===== src/design/usb_err_map.svh =====
// Register offsets, field positions, reset values and timing counts of the
// USB error and status block. Assumes inclusion by bare name.
`ifndef USB_ERR_MAP_SVH
`define USB_ERR_MAP_SVH

// Word indices on the Avalon-MM slave (byte address = 4 * index)
`define USB_ERR_STATUS_IDX     3'h0
`define USB_ERR_ENABLE_IDX     3'h1
`define USB_XFER_STATUS_IDX    3'h2
`define USB_CONTROL_IDX        3'h3
`define USB_IRQ_ENABLE_IDX     3'h4
`define USB_IRQ_FLAG_IDX       3'h5

// Error status / enable bit positions
`define USB_ERR_PID_BIT        0
`define USB_ERR_CRC5_EOF_BIT   1
`define USB_ERR_CRC16_BIT      2
`define USB_ERR_PARTIAL_BIT    3
`define USB_ERR_TURNAROUND_BIT 4
`define USB_ERR_DMA_BIT        5
`define USB_ERR_BUSMATRIX_BIT  6
`define USB_ERR_STUFF_BIT      7

// Interrupt enable / flag bit positions
`define USB_IRQ_UERR_BIT       1
`define USB_IRQ_TRN_BIT        3

// Control register bit positions
`define USB_CON_EN_SOF_BIT     0
`define USB_CON_PINGPONG_POINTER_RESET_BIT     1
`define USB_CON_RESUME_BIT     2
`define USB_CON_HOST_BIT       3
`define USB_CON_BUSRST_BIT     4
`define USB_CON_HALT_BIT       5
`define USB_CON_SE0_BIT        6
`define USB_CON_LIVE_J_LEVEL_BIT     7

// Reset values
`define USB_REG8_RESET         8'h00

// Timing
`define USB_CLK_PERIOD_NS      50
`define USB_SOF_PERIOD_NS      1000000
`define USB_SOF_PERIOD_CYCLES  (`USB_SOF_PERIOD_NS / `USB_CLK_PERIOD_NS)
`define USB_TURNAROUND_BITS    5'h10

// Status queue
`define USB_STAT_DEPTH         4
`define USB_STAT_WIDTH         6

`endif


===== src/design/usb_err_pkg.sv =====
// Types shared by the USB error and status block.
// Assumes usb_err_map.svh for the constants themselves.
package usb_err_pkg;

  // One completed-transaction entry of the status queue
  typedef struct packed {
    logic [3:0] ep;
    logic       tx;
    logic       odd;
  } stat_entry_type;

  // Turnaround watch state
  typedef enum logic [0:0] {
    TA_IDLE,
    TA_WAIT
  } ta_state_type;

endpackage : usb_err_pkg


===== src/design/usb_stat_fifo.sv =====
// Four-entry queue of six-bit completed-transaction status entries.
// Assumes one clock, asynchronous active-low reset, pop only when not empty.
`timescale 1ns/1ps
`default_nettype none
`include "usb_err_map.svh"

module usb_stat_fifo (
  input  wire logic                       ref_clk_in,
  input  wire logic                       rstn_in,
  input  wire logic                       push_in,
  input  wire logic [`USB_STAT_WIDTH-1:0] push_data_in,
  input  wire logic                       pop_in,
  output logic      [`USB_STAT_WIDTH-1:0] head_out,
  output logic                            visible_out,
  output logic                            full_out
);

  logic [`USB_STAT_WIDTH-1:0] mem_q [`USB_STAT_DEPTH];
  logic [1:0]                 wr_ptr_q;
  logic [1:0]                 rd_ptr_q;
  logic [2:0]                 count_q;
  logic                       do_push;
  logic                       do_pop;

  // A push into a full queue is dropped; the oldest entries are kept
  assign full_out = (count_q == 3'(`USB_STAT_DEPTH));
  assign do_push  = push_in & ~full_out;
  assign do_pop   = pop_in & (count_q != 3'h0);

  // Storage
  always_ff @(posedge ref_clk_in) begin
    if (do_push) begin
      mem_q[wr_ptr_q] <= push_data_in;
    end
  end

  // Pointers and occupancy
  always_ff @(posedge ref_clk_in or negedge rstn_in) begin
    if (!rstn_in) begin
      wr_ptr_q <= 2'h0;
      rd_ptr_q <= 2'h0;
      count_q  <= 3'h0;
    end else begin
      if (do_push) begin
        wr_ptr_q <= wr_ptr_q + 2'h1;
      end
      if (do_pop) begin
        rd_ptr_q <= rd_ptr_q + 2'h1;
      end
      count_q <= count_q + {2'h0, do_push} - {2'h0, do_pop};
    end
  end

  // Head and its valid mark are registered together so they always agree
  always_ff @(posedge ref_clk_in or negedge rstn_in) begin
    if (!rstn_in) begin
      head_out    <= '0;
      visible_out <= 1'b0;
    end else begin
      head_out    <= (count_q != 3'h0) ? mem_q[rd_ptr_q] : '0;
      visible_out <= (count_q != 3'h0);
    end
  end

endmodule : usb_stat_fifo
`default_nettype wire


===== src/design/usb_err_status.sv =====
// USB error flags, error enables, transfer status queue and control register.
// Assumes the serial engine drives one-cycle event pulses on ref_clk_in and
// software reaches the registers over Avalon-MM with waitrequest.
//
// Register access over Avalon-MM and the address map are this design's own decisions.
`timescale 1ns/1ps
`default_nettype none
`include "usb_err_map.svh"

module usb_err_status #(
  parameter int unsigned SOF_PERIOD_CYCLES = `USB_SOF_PERIOD_CYCLES
) (
  input  wire logic        ref_clk_in,
  input  wire logic        rstn_in,
  // Avalon-MM slave
  input  wire logic [2:0]  avs_address_in,
  input  wire logic        avs_read_in,
  input  wire logic        avs_write_in,
  input  wire logic [31:0] avs_writedata_in,
  input  wire logic [3:0]  avs_byteenable_in,
  output logic      [31:0] avs_readdata_out,
  output logic             avs_waitrequest_out,
  // Event pulses from the serial engine
  input  wire logic        pid_check_fail_in,
  input  wire logic        token_crc_fail_in,
  input  wire logic        data_crc_fail_in,
  input  wire logic        partial_byte_in,
  input  wire logic        stuffing_error_in,
  input  wire logic        bus_matrix_error_in,
  input  wire logic        dma_grant_late_in,
  input  wire logic        rx_truncated_in,
  input  wire logic        xfer_active_in,
  input  wire logic        bit_time_tick_in,
  input  wire logic        eop_expect_reply_in,
  input  wire logic        reply_start_in,
  input  wire logic        setup_token_in,
  input  wire logic        token_in_progress_in,
  input  wire logic        transaction_done_in,
  input  wire logic [3:0]  last_ep_number_in,
  input  wire logic        last_is_tx_in,
  input  wire logic        last_bank_is_odd_in,
  // Live bus levels from the transceiver
  input  wire logic        live_j_level_in,
  input  wire logic        live_se0_level_in,
  // Control outputs
  output logic             module_enable_out,
  output logic             pingpong_pointer_reset_out,
  output logic             resume_signal_out,
  output logic             host_role_enable_out,
  output logic             bus_reset_generate_out,
  output logic             packet_processing_halt_out,
  output logic             host_logic_reset_out,
  output logic             sof_token_send_out,
  output logic             combined_usb_irq_out
);

  localparam int unsigned SOF_CNT_W = $clog2(SOF_PERIOD_CYCLES);

  // Bus access decode
  logic        ack_q;
  logic        req;
  logic        wr_take;
  logic        rd_first;
  logic        wr_lane0;
  logic [7:0]  wbyte;

  // Register state
  logic [7:0]  err_flags_q;
  logic [7:0]  err_set;
  logic [7:0]  err_enable_q;
  logic [7:0]  irq_enable_q;
  logic        halt_q;
  logic        busrst_q;
  logic        host_q;
  logic        host_prev_q;
  logic        resume_q;
  logic        pingpong_pointer_reset_q;
  logic        en_sof_q;
  logic [7:0]  control_view;
  logic [7:0]  xfer_view;
  logic [7:0]  irq_flag_view;

  // Status queue
  usb_err_pkg::stat_entry_type stat_head;
  usb_err_pkg::stat_entry_type stat_push;
  logic        token_complete_flag;
  logic        stat_pop;

  // Host timing and turnaround
  logic [SOF_CNT_W-1:0]         sof_cnt_q;
  logic                         sof_zero;
  logic                         host_toggle;
  usb_err_pkg::ta_state_type    ta_state_q;
  logic [4:0]                   ta_bits_q;
  logic                         ta_timeout;

  // Live level synchronisers
  logic [1:0]  live_s1_q;
  logic [1:0]  live_s2_q;
  logic [1:0]  live_s3_q;
  logic [1:0]  live_q;

  logic        summary_error;

  // Every access takes one wait cycle; read data is captured in that cycle
  assign req                 = avs_read_in | avs_write_in;
  assign avs_waitrequest_out = req & ~ack_q;
  assign wr_take             = avs_write_in & ack_q;
  assign rd_first            = avs_read_in & ~ack_q;
  assign wr_lane0            = wr_take & avs_byteenable_in[0];
  assign wbyte               = avs_writedata_in[7:0];

  // Access phase tracker
  always_ff @(posedge ref_clk_in or negedge rstn_in) begin
    if (!rstn_in) begin
      ack_q <= 1'b0;
    end else begin
      ack_q <= req & ~ack_q;
    end
  end

  // Three-stage capture of the asynchronous line levels
  always_ff @(posedge ref_clk_in or negedge rstn_in) begin
    if (!rstn_in) begin
      live_s1_q <= 2'h0;
      live_s2_q <= 2'h0;
      live_s3_q <= 2'h0;
      live_q    <= 2'h0;
    end else begin
      live_s1_q <= {live_j_level_in, live_se0_level_in};
      live_s2_q <= live_s1_q;
      live_s3_q <= live_s2_q;
      // A change is believed only once two later stages agree
      if (live_s2_q == live_s3_q) begin
        live_q <= live_s3_q;
      end
    end
  end

  // Start-of-frame timer: reloads on its own zero and on a role change
  assign host_toggle = (host_q != host_prev_q);
  assign sof_zero    = (sof_cnt_q == '0);

  always_ff @(posedge ref_clk_in or negedge rstn_in) begin
    if (!rstn_in) begin
      host_prev_q <= 1'b0;
      sof_cnt_q   <= SOF_CNT_W'(SOF_PERIOD_CYCLES - 1);
    end else begin
      host_prev_q <= host_q;
      if (host_toggle || !host_q || !en_sof_q || sof_zero) begin
        sof_cnt_q <= SOF_CNT_W'(SOF_PERIOD_CYCLES - 1);
      end else begin
        sof_cnt_q <= sof_cnt_q - 1'b1;
      end
    end
  end

  // One SOF every period in host mode while SOF sending is on
  assign sof_token_send_out   = host_q & en_sof_q & sof_zero & ~host_toggle;
  assign host_logic_reset_out = host_toggle;

  // Turnaround watch: counts idle bit-times after an end-of-packet
  always_ff @(posedge ref_clk_in or negedge rstn_in) begin
    if (!rstn_in) begin
      ta_state_q <= usb_err_pkg::TA_IDLE;
      ta_bits_q  <= 5'h00;
    end else begin
      unique case (ta_state_q)
        usb_err_pkg::TA_IDLE: begin
          ta_bits_q <= 5'h00;
          if (eop_expect_reply_in && !host_toggle) begin
            ta_state_q <= usb_err_pkg::TA_WAIT;
          end
        end
        usb_err_pkg::TA_WAIT: begin
          if (reply_start_in || ta_timeout || host_toggle) begin
            ta_state_q <= usb_err_pkg::TA_IDLE;
          end else if (bit_time_tick_in) begin
            ta_bits_q <= ta_bits_q + 5'h01;
          end
        end
      endcase
    end
  end

  // The seventeenth idle bit-time with no reply is the time-out
  assign ta_timeout = (ta_state_q == usb_err_pkg::TA_WAIT) & bit_time_tick_in &
                      ~reply_start_in & (ta_bits_q == `USB_TURNAROUND_BITS);

  // Hardware set terms for each error flag
  always_comb begin
    err_set = 8'h00;
    err_set[`USB_ERR_PID_BIT]        = pid_check_fail_in;
    err_set[`USB_ERR_CRC5_EOF_BIT]   = host_q ? (sof_zero & en_sof_q & xfer_active_in)
                                              : token_crc_fail_in;
    err_set[`USB_ERR_CRC16_BIT]      = data_crc_fail_in;
    err_set[`USB_ERR_PARTIAL_BIT]    = partial_byte_in;
    err_set[`USB_ERR_TURNAROUND_BIT] = ta_timeout;
    err_set[`USB_ERR_DMA_BIT]        = dma_grant_late_in | rx_truncated_in;
    err_set[`USB_ERR_BUSMATRIX_BIT]  = bus_matrix_error_in;
    err_set[`USB_ERR_STUFF_BIT]      = stuffing_error_in;
  end

  // Sticky flags, write-one-to-clear; a same-cycle event beats the clear
  always_ff @(posedge ref_clk_in or negedge rstn_in) begin
    if (!rstn_in) begin
      err_flags_q <= `USB_REG8_RESET;
    end else if (wr_lane0 && avs_address_in == `USB_ERR_STATUS_IDX) begin
      err_flags_q <= (err_flags_q & ~wbyte) | err_set;
    end else begin
      err_flags_q <= err_flags_q | err_set;
    end
  end

  // Error enables
  always_ff @(posedge ref_clk_in or negedge rstn_in) begin
    if (!rstn_in) begin
      err_enable_q <= `USB_REG8_RESET;
    end else if (wr_lane0 && avs_address_in == `USB_ERR_ENABLE_IDX) begin
      err_enable_q <= wbyte;
    end
  end

  // Main interrupt enables: summary error and token complete
  always_ff @(posedge ref_clk_in or negedge rstn_in) begin
    if (!rstn_in) begin
      irq_enable_q <= `USB_REG8_RESET;
    end else if (wr_lane0 && avs_address_in == `USB_IRQ_ENABLE_IDX) begin
      irq_enable_q <= wbyte & 8'h0a;
    end
  end

  // Control register; the halt bit is also set by hardware on SETUP in device mode
  always_ff @(posedge ref_clk_in or negedge rstn_in) begin
    if (!rstn_in) begin
      halt_q   <= 1'b0;
      busrst_q <= 1'b0;
      host_q   <= 1'b0;
      resume_q <= 1'b0;
      pingpong_pointer_reset_q <= 1'b0;
      en_sof_q <= 1'b0;
    end else begin
      if (wr_lane0 && avs_address_in == `USB_CONTROL_IDX) begin
        busrst_q <= wbyte[`USB_CON_BUSRST_BIT];
        host_q   <= wbyte[`USB_CON_HOST_BIT];
        resume_q <= wbyte[`USB_CON_RESUME_BIT];
        pingpong_pointer_reset_q <= wbyte[`USB_CON_PINGPONG_POINTER_RESET_BIT];
        en_sof_q <= wbyte[`USB_CON_EN_SOF_BIT];
        halt_q   <= wbyte[`USB_CON_HALT_BIT] | (setup_token_in & ~host_q);
      end else if (setup_token_in && !host_q) begin
        halt_q <= 1'b1;
      end
    end
  end

  assign module_enable_out          = en_sof_q & ~host_q;
  assign pingpong_pointer_reset_out = pingpong_pointer_reset_q;
  assign resume_signal_out          = resume_q;
  assign host_role_enable_out       = host_q;
  assign bus_reset_generate_out     = busrst_q;
  assign packet_processing_halt_out = halt_q & ~host_q;

  // Completed transactions enter the queue; clearing token-complete pops it
  assign stat_push = '{ep: last_ep_number_in, tx: last_is_tx_in, odd: last_bank_is_odd_in};
  assign stat_pop  = wr_lane0 && (avs_address_in == `USB_IRQ_FLAG_IDX) &&
                     wbyte[`USB_IRQ_TRN_BIT] && token_complete_flag;

  usb_stat_fifo u_stat_fifo (
    .ref_clk_in   (ref_clk_in),
    .rstn_in      (rstn_in),
    .push_in      (transaction_done_in),
    .push_data_in (stat_push),
    .pop_in       (stat_pop),
    .head_out     (stat_head),
    .visible_out  (token_complete_flag),
    .full_out     ()
  );

  // Transfer status view: zero whenever no entry is valid
  assign xfer_view = token_complete_flag ?
                     {stat_head.ep, stat_head.tx, stat_head.odd, 2'b00} : 8'h00;

  // Error summary: each flag gated by its own enable
  assign summary_error = |(err_flags_q & err_enable_q);

  // Combined request; errors need the summary enable as well
  assign combined_usb_irq_out = (summary_error & irq_enable_q[`USB_IRQ_UERR_BIT]) |
                                (token_complete_flag & irq_enable_q[`USB_IRQ_TRN_BIT]);

  // Control view: bit 5 shows token busy in host mode, halt in device mode
  always_comb begin
    control_view = 8'h00;
    control_view[`USB_CON_LIVE_J_LEVEL_BIT] = live_q[1];
    control_view[`USB_CON_SE0_BIT]    = live_q[0];
    control_view[`USB_CON_HALT_BIT]   = host_q ? token_in_progress_in : halt_q;
    control_view[`USB_CON_BUSRST_BIT] = busrst_q;
    control_view[`USB_CON_HOST_BIT]   = host_q;
    control_view[`USB_CON_RESUME_BIT] = resume_q;
    control_view[`USB_CON_PINGPONG_POINTER_RESET_BIT] = pingpong_pointer_reset_q;
    control_view[`USB_CON_EN_SOF_BIT] = en_sof_q;
  end

  // Interrupt flag view: summary error is read-only, token complete is W1C
  always_comb begin
    irq_flag_view = 8'h00;
    irq_flag_view[`USB_IRQ_UERR_BIT] = summary_error;
    irq_flag_view[`USB_IRQ_TRN_BIT]  = token_complete_flag;
  end

  // Read data captured in the wait cycle; unmapped words read zero
  always_ff @(posedge ref_clk_in or negedge rstn_in) begin
    if (!rstn_in) begin
      avs_readdata_out <= 32'h0;
    end else if (rd_first) begin
      unique case (avs_address_in)
        `USB_ERR_STATUS_IDX:  avs_readdata_out <= {24'h0, err_flags_q};
        `USB_ERR_ENABLE_IDX:  avs_readdata_out <= {24'h0, err_enable_q};
        `USB_XFER_STATUS_IDX: avs_readdata_out <= {24'h0, xfer_view};
        `USB_CONTROL_IDX:     avs_readdata_out <= {24'h0, control_view};
        `USB_IRQ_ENABLE_IDX:  avs_readdata_out <= {24'h0, irq_enable_q};
        `USB_IRQ_FLAG_IDX:    avs_readdata_out <= {24'h0, irq_flag_view};
        default:              avs_readdata_out <= 32'h0;
      endcase
    end
  end

endmodule : usb_err_status
`default_nettype wire


===== config.mk =====
export PLATFORM = sky130hd
export DESIGN_NAME = usb_err_status
export DESIGN_NICKNAME = d
export VERILOG_FILES = /design/src/design/usb_err_pkg.sv /design/src/design/usb_stat_fifo.sv /design/src/design/usb_err_status.sv
export VERILOG_INCLUDE_DIRS = /design/src /design/src/design
export SDC_FILE = /design/constraint.sdc
export NUM_CORES = 1
export LEC_CHECK = 0
export BUFFER_PORTS_ARGS = -buffer_cell sky130_fd_sc_hd__buf_2
export CORE_MARGIN = 8
export CORE_UTILIZATION = 54
export CTS_CLUSTER_SIZE = 12
export DETAILED_ROUTE_END_ITERATION = 8
export PLACE_DENSITY = 0.86
export SETUP_SLACK_MARGIN = 0.05
export SYNTH_ARGS = -nofsm -noshare
export SYNTH_HDL_FRONTEND = slang
export SYNTH_HIERARCHICAL = 1
export SYNTH_SLANG_ARGS = --single-unit

===== constraint.sdc =====
create_clock -name ref_clk_in -period 2.95 [get_ports ref_clk_in]
set_input_delay 0.295 -clock ref_clk_in [delete_from_list [all_inputs] [get_ports ref_clk_in]]
set_output_delay 0.295 -clock ref_clk_in [all_outputs]
set_load 0.02 [all_outputs]

==> metrics.txt <==
outcome finished, final reports clean; final hold vios 0; Buf+Inv Stages, Crit Path 2; Seq/Total Area, Yosys 0.555; FF-to-FF setup slack 480 ps; synth top area cells dfrtp_1 36%, edfxtp_1 15%, dfstp_2 4.9%, mux4_2 4.7%, mux2_2 4.2%; Min-Delay Path Class input port to flip-flop; number of vias per cell 5.46; cells on worst reg2reg path 9; Post-CTS Setup Inserts 0; ratio of cells with drive above 1 in the final layout 0.276; crit path from u_stat_fifo/count_q[1]; achievable frequency 0.405 GHz; first-pass GRT wire length 14,900 um; Slew headroom 0.372; Mapped Area 0.00479 mm2; CP top delay family adder cells; CTS tree yes; DRC 0; Final Cycle Share 0.836; Cell Pwr Density 665 mW/mm2; Initial Util 0.552; clock skew 16.2 ps; leak pwr 2.23 nW; Post-synth top flop dfrtp_1; pin slew with the least headroom to its limit roughly 940 ps; Critical Path AT ~2800 ps; Maximum Capacitance Violations 0; Post-synth ARST share 0.762; RSZ-0062 raised after global routing no; clock slew at reported path FFs 100 ps; worst path cell trace or3_1, and2_4, ha_1, inv_1, ha_1, inv_1, fa_1, xnor2_1, xnor2_1; total number of vias 2,943; post-synth top area share 0.355; worst r2r dst u_stat_fifo/count_q[2]; EDFF count, synth 24; drt pass-1 iters 4; FP Rows 34; Core Area 0.00868 mm2; post-layout min period 2470 ps; Worst-Skew Late Latency between 300 and 400 ps; slowest stage delay, CP 500 ps; end of the critical path u_stat_fifo/count_q[2]; synthesized flop and latch total 101; CTS resizes 0; Startpoint Class flip-flop; crit-path max FO 9; DP HPWL 6650 um; Root Buffer clkbuf_8; maximum vdd ir drop between 0.3 and 0.4 mV; clk sinks 101; endpoint type of the worst setup path flip-flop; Bufs on Longest Clock Path 2; Overflow after GRT 0; Die X 110 um; PortBufs 56; die height 110 um; Setup Crit Path Kind flip-flop to flip-flop; Syn Inst Count 373; all-layer global routing usage 0.160; H-tree depth 3; Fillers 676; worst r2r src u_stat_fifo/count_q[1]; initial drt markers about 140; Synth Area per Inst 12.8 um2; TritonCTS Buffers 9; slowest stage cell, crit path or3_1; Multi-input gate area 0.00191 mm2; I/O pins between 100 and 150; Ant. Diodes 0; Synth area leader dfrtp_1; Placer Congestion just under 0.8; Critical Path RT approximately 3200 ps; die area ~0.012 mm2; Slew Limit Fails 0; yosys warns 6; P&R area growth vs syn 9.40%; setup tns final 0 ps; average routed wire per standard cell 16.9 um; number of global-route vias before repair 3,110; final setup fails 0; Total Power 0.00348 W; Detail Route Antenna Nets 0; initial antenna violation count 0; WP depth 9; Register Area 0.00266 mm2; Final Net Count 504; largest net degree at the start of global routing 78; Routed WL around 9100 um; Cell variety after synth 55; final core occ 0.604
==> timing repair <==
| item | 4_1_cts | 5_1_grt |
|---|---|---|
| hold buffers | 0 | 1 |
| setup endpoints to repair | 0 | 0 |
| endpoints found under the hold margin | 0 | 1 |
==> cell usage in the layout (no fill, tap or decap), drive strengths merged, types with 3 or more instances in the layout <==
master / netlist / layout
inv: 13 / 18
dfrtp: 68 / 68
a22oi: 4 / 4
nand2: 23 / 23
a22o: 7 / 7
nor2: 20 / 20
nand2b: 4 / 4
nand3: 7 / 7
o21ai: 4 / 4
buf: 35 / 57
a21oi: 8 / 8
xnor2: 11 / 11
nand3b: 3 / 3
xor2: 12 / 12
conb: 1 / 24
nor2b: 7 / 7
mux2i: 8 / 8
ha: 11 / 11
nand4b: 5 / 5
and2: 19 / 19
dfstp: 9 / 9
nor4: 3 / 3
a21o: 5 / 5
nor3b: 3 / 3
nand4: 7 / 7
nor3: 3 / 3
edfxtp: 24 / 24
mux4: 10 / 10
mux2: 19 / 19
clkbuf: 4 / 9
==> where the power goes <==
| part | internal [W] | total (W) | switching [W] |
|---|---|---|---|
| logic | 0.000374 | 0.000780 | 0.000406 |
| clock network | 0.000329 | 0.000846 | 0.000517 |
| registers | 0.00168 | 0.00186 | 0.000179 |
==> layout make-up <==
type                            count  share of cell area
Sequential cell                   101               0.507
Multi-Input combinational cell    243               0.364
Timing Repair Buffer               58              0.0573
Tap cell                          108              0.0258
Clock buffer                        9              0.0236
Clock inverter                      7              0.0124
Inverter                           13             0.00931
==> worst reg2reg max path: cells and delay by family, from the launching register on <==
family,cells,cell delay (ps)
buf+inv,2,110
flops,1,440
xor+xnor,2,330
simple gates,2,730
fa+ha+maj,3,800
==> synth_stat cells (3+ instances only) <==
cell type and n:
a21o_1 5, a21oi_1 8, a22o_1 7, a22oi_1 4, and2_0 4, and2_1 13, buf_2 7, buf_4 24
clkbuf_1 4, dfrtp_1 68, dfstp_2 9, edfxtp_1 24, ha_1 11, inv_1 13, mux2_2 18, mux2i_1 8
mux4_2 10, nand2_1 23, nand2b_1 4, nand3_1 7, nand3b_1 3, nand4_1 7, nand4b_1 4, nor2_1 20
nor2b_1 6, nor3_1 3, o21ai_0 4, xnor2_1 11, xor2_1 12
==> how the worst min path moves through the flow <==
stage,startpoint,end,depth (start not counted)
floorplan,rstn_in,ack_q,0
global route,live_j_level_in,live_s1_q[1],1
global placement,live_s1_q[0],live_s2_q[0],0
finish,live_j_level_in,live_s1_q[1],1
CTS,live_se0_level_in,live_s1_q[0],1
detailed placement,live_s1_q[1],live_s2_q[1],0
==> kinds of logic (layout without fill, tap and decap cells) <==
family | count (synthesis) | after routing | share of synthesized area
compound gates | 37 | 37 | 0.0595
fa+ha+maj | 12 | 12 | 0.0329
xor+xnor | 23 | 23 | 0.0420
simple gates | 110 | 110 | 0.136
other cells | 1 | 24 | 0.000783
flops | 101 | 101 | 0.555
buf+inv | 52 | 87 | 0.0645
mux | 37 | 37 | 0.109
==> flip-flops by register name (all words and copies together), names as in the netlist, 2 cells and up <==
| name | count |
|---|---|
| live_s3_q | 2 |
| live_q | 2 |
| u_stat_fifo/rd_ptr_q | 2 |
| u_stat_fifo/wr_ptr_q | 2 |
| u_stat_fifo/count_q | 3 |
| err_flags_q | 8 |
| u_stat_fifo/head_out | 6 |
| u_stat_fifo/mem_q | 24 |
| live_s1_q | 2 |
| ta_bits_q | 5 |
| err_enable_q | 8 |
| sof_cnt_q | 15 |
| irq_enable_q | 2 |
| live_s2_q | 2 |
| avs_readdata_out | 8 |
==> per-stage QoR <==
step	setup WS [ps]	instance area, um2	instances	hold WS (ps)
5_1_grt	334	5240	539	12.8
6_report	482	5240	539	39.3
3_5_place_dp	454	5040	522	338
3_3_place_gp	566	5040	522	335
4_1_cts	465	5230	538	16.1
2_1_floorplan	620	4880	396	-0.591
==> routing by layer <==
metal / wire length, um / track usage
met1: 3770 / 0.188
met2: 4670 / 0.270
met3: 539 / 0.0558
met4: 153 / 0.0485
met5: 0 / 0
No activity file was read; power rests on OpenSTA's default activity.
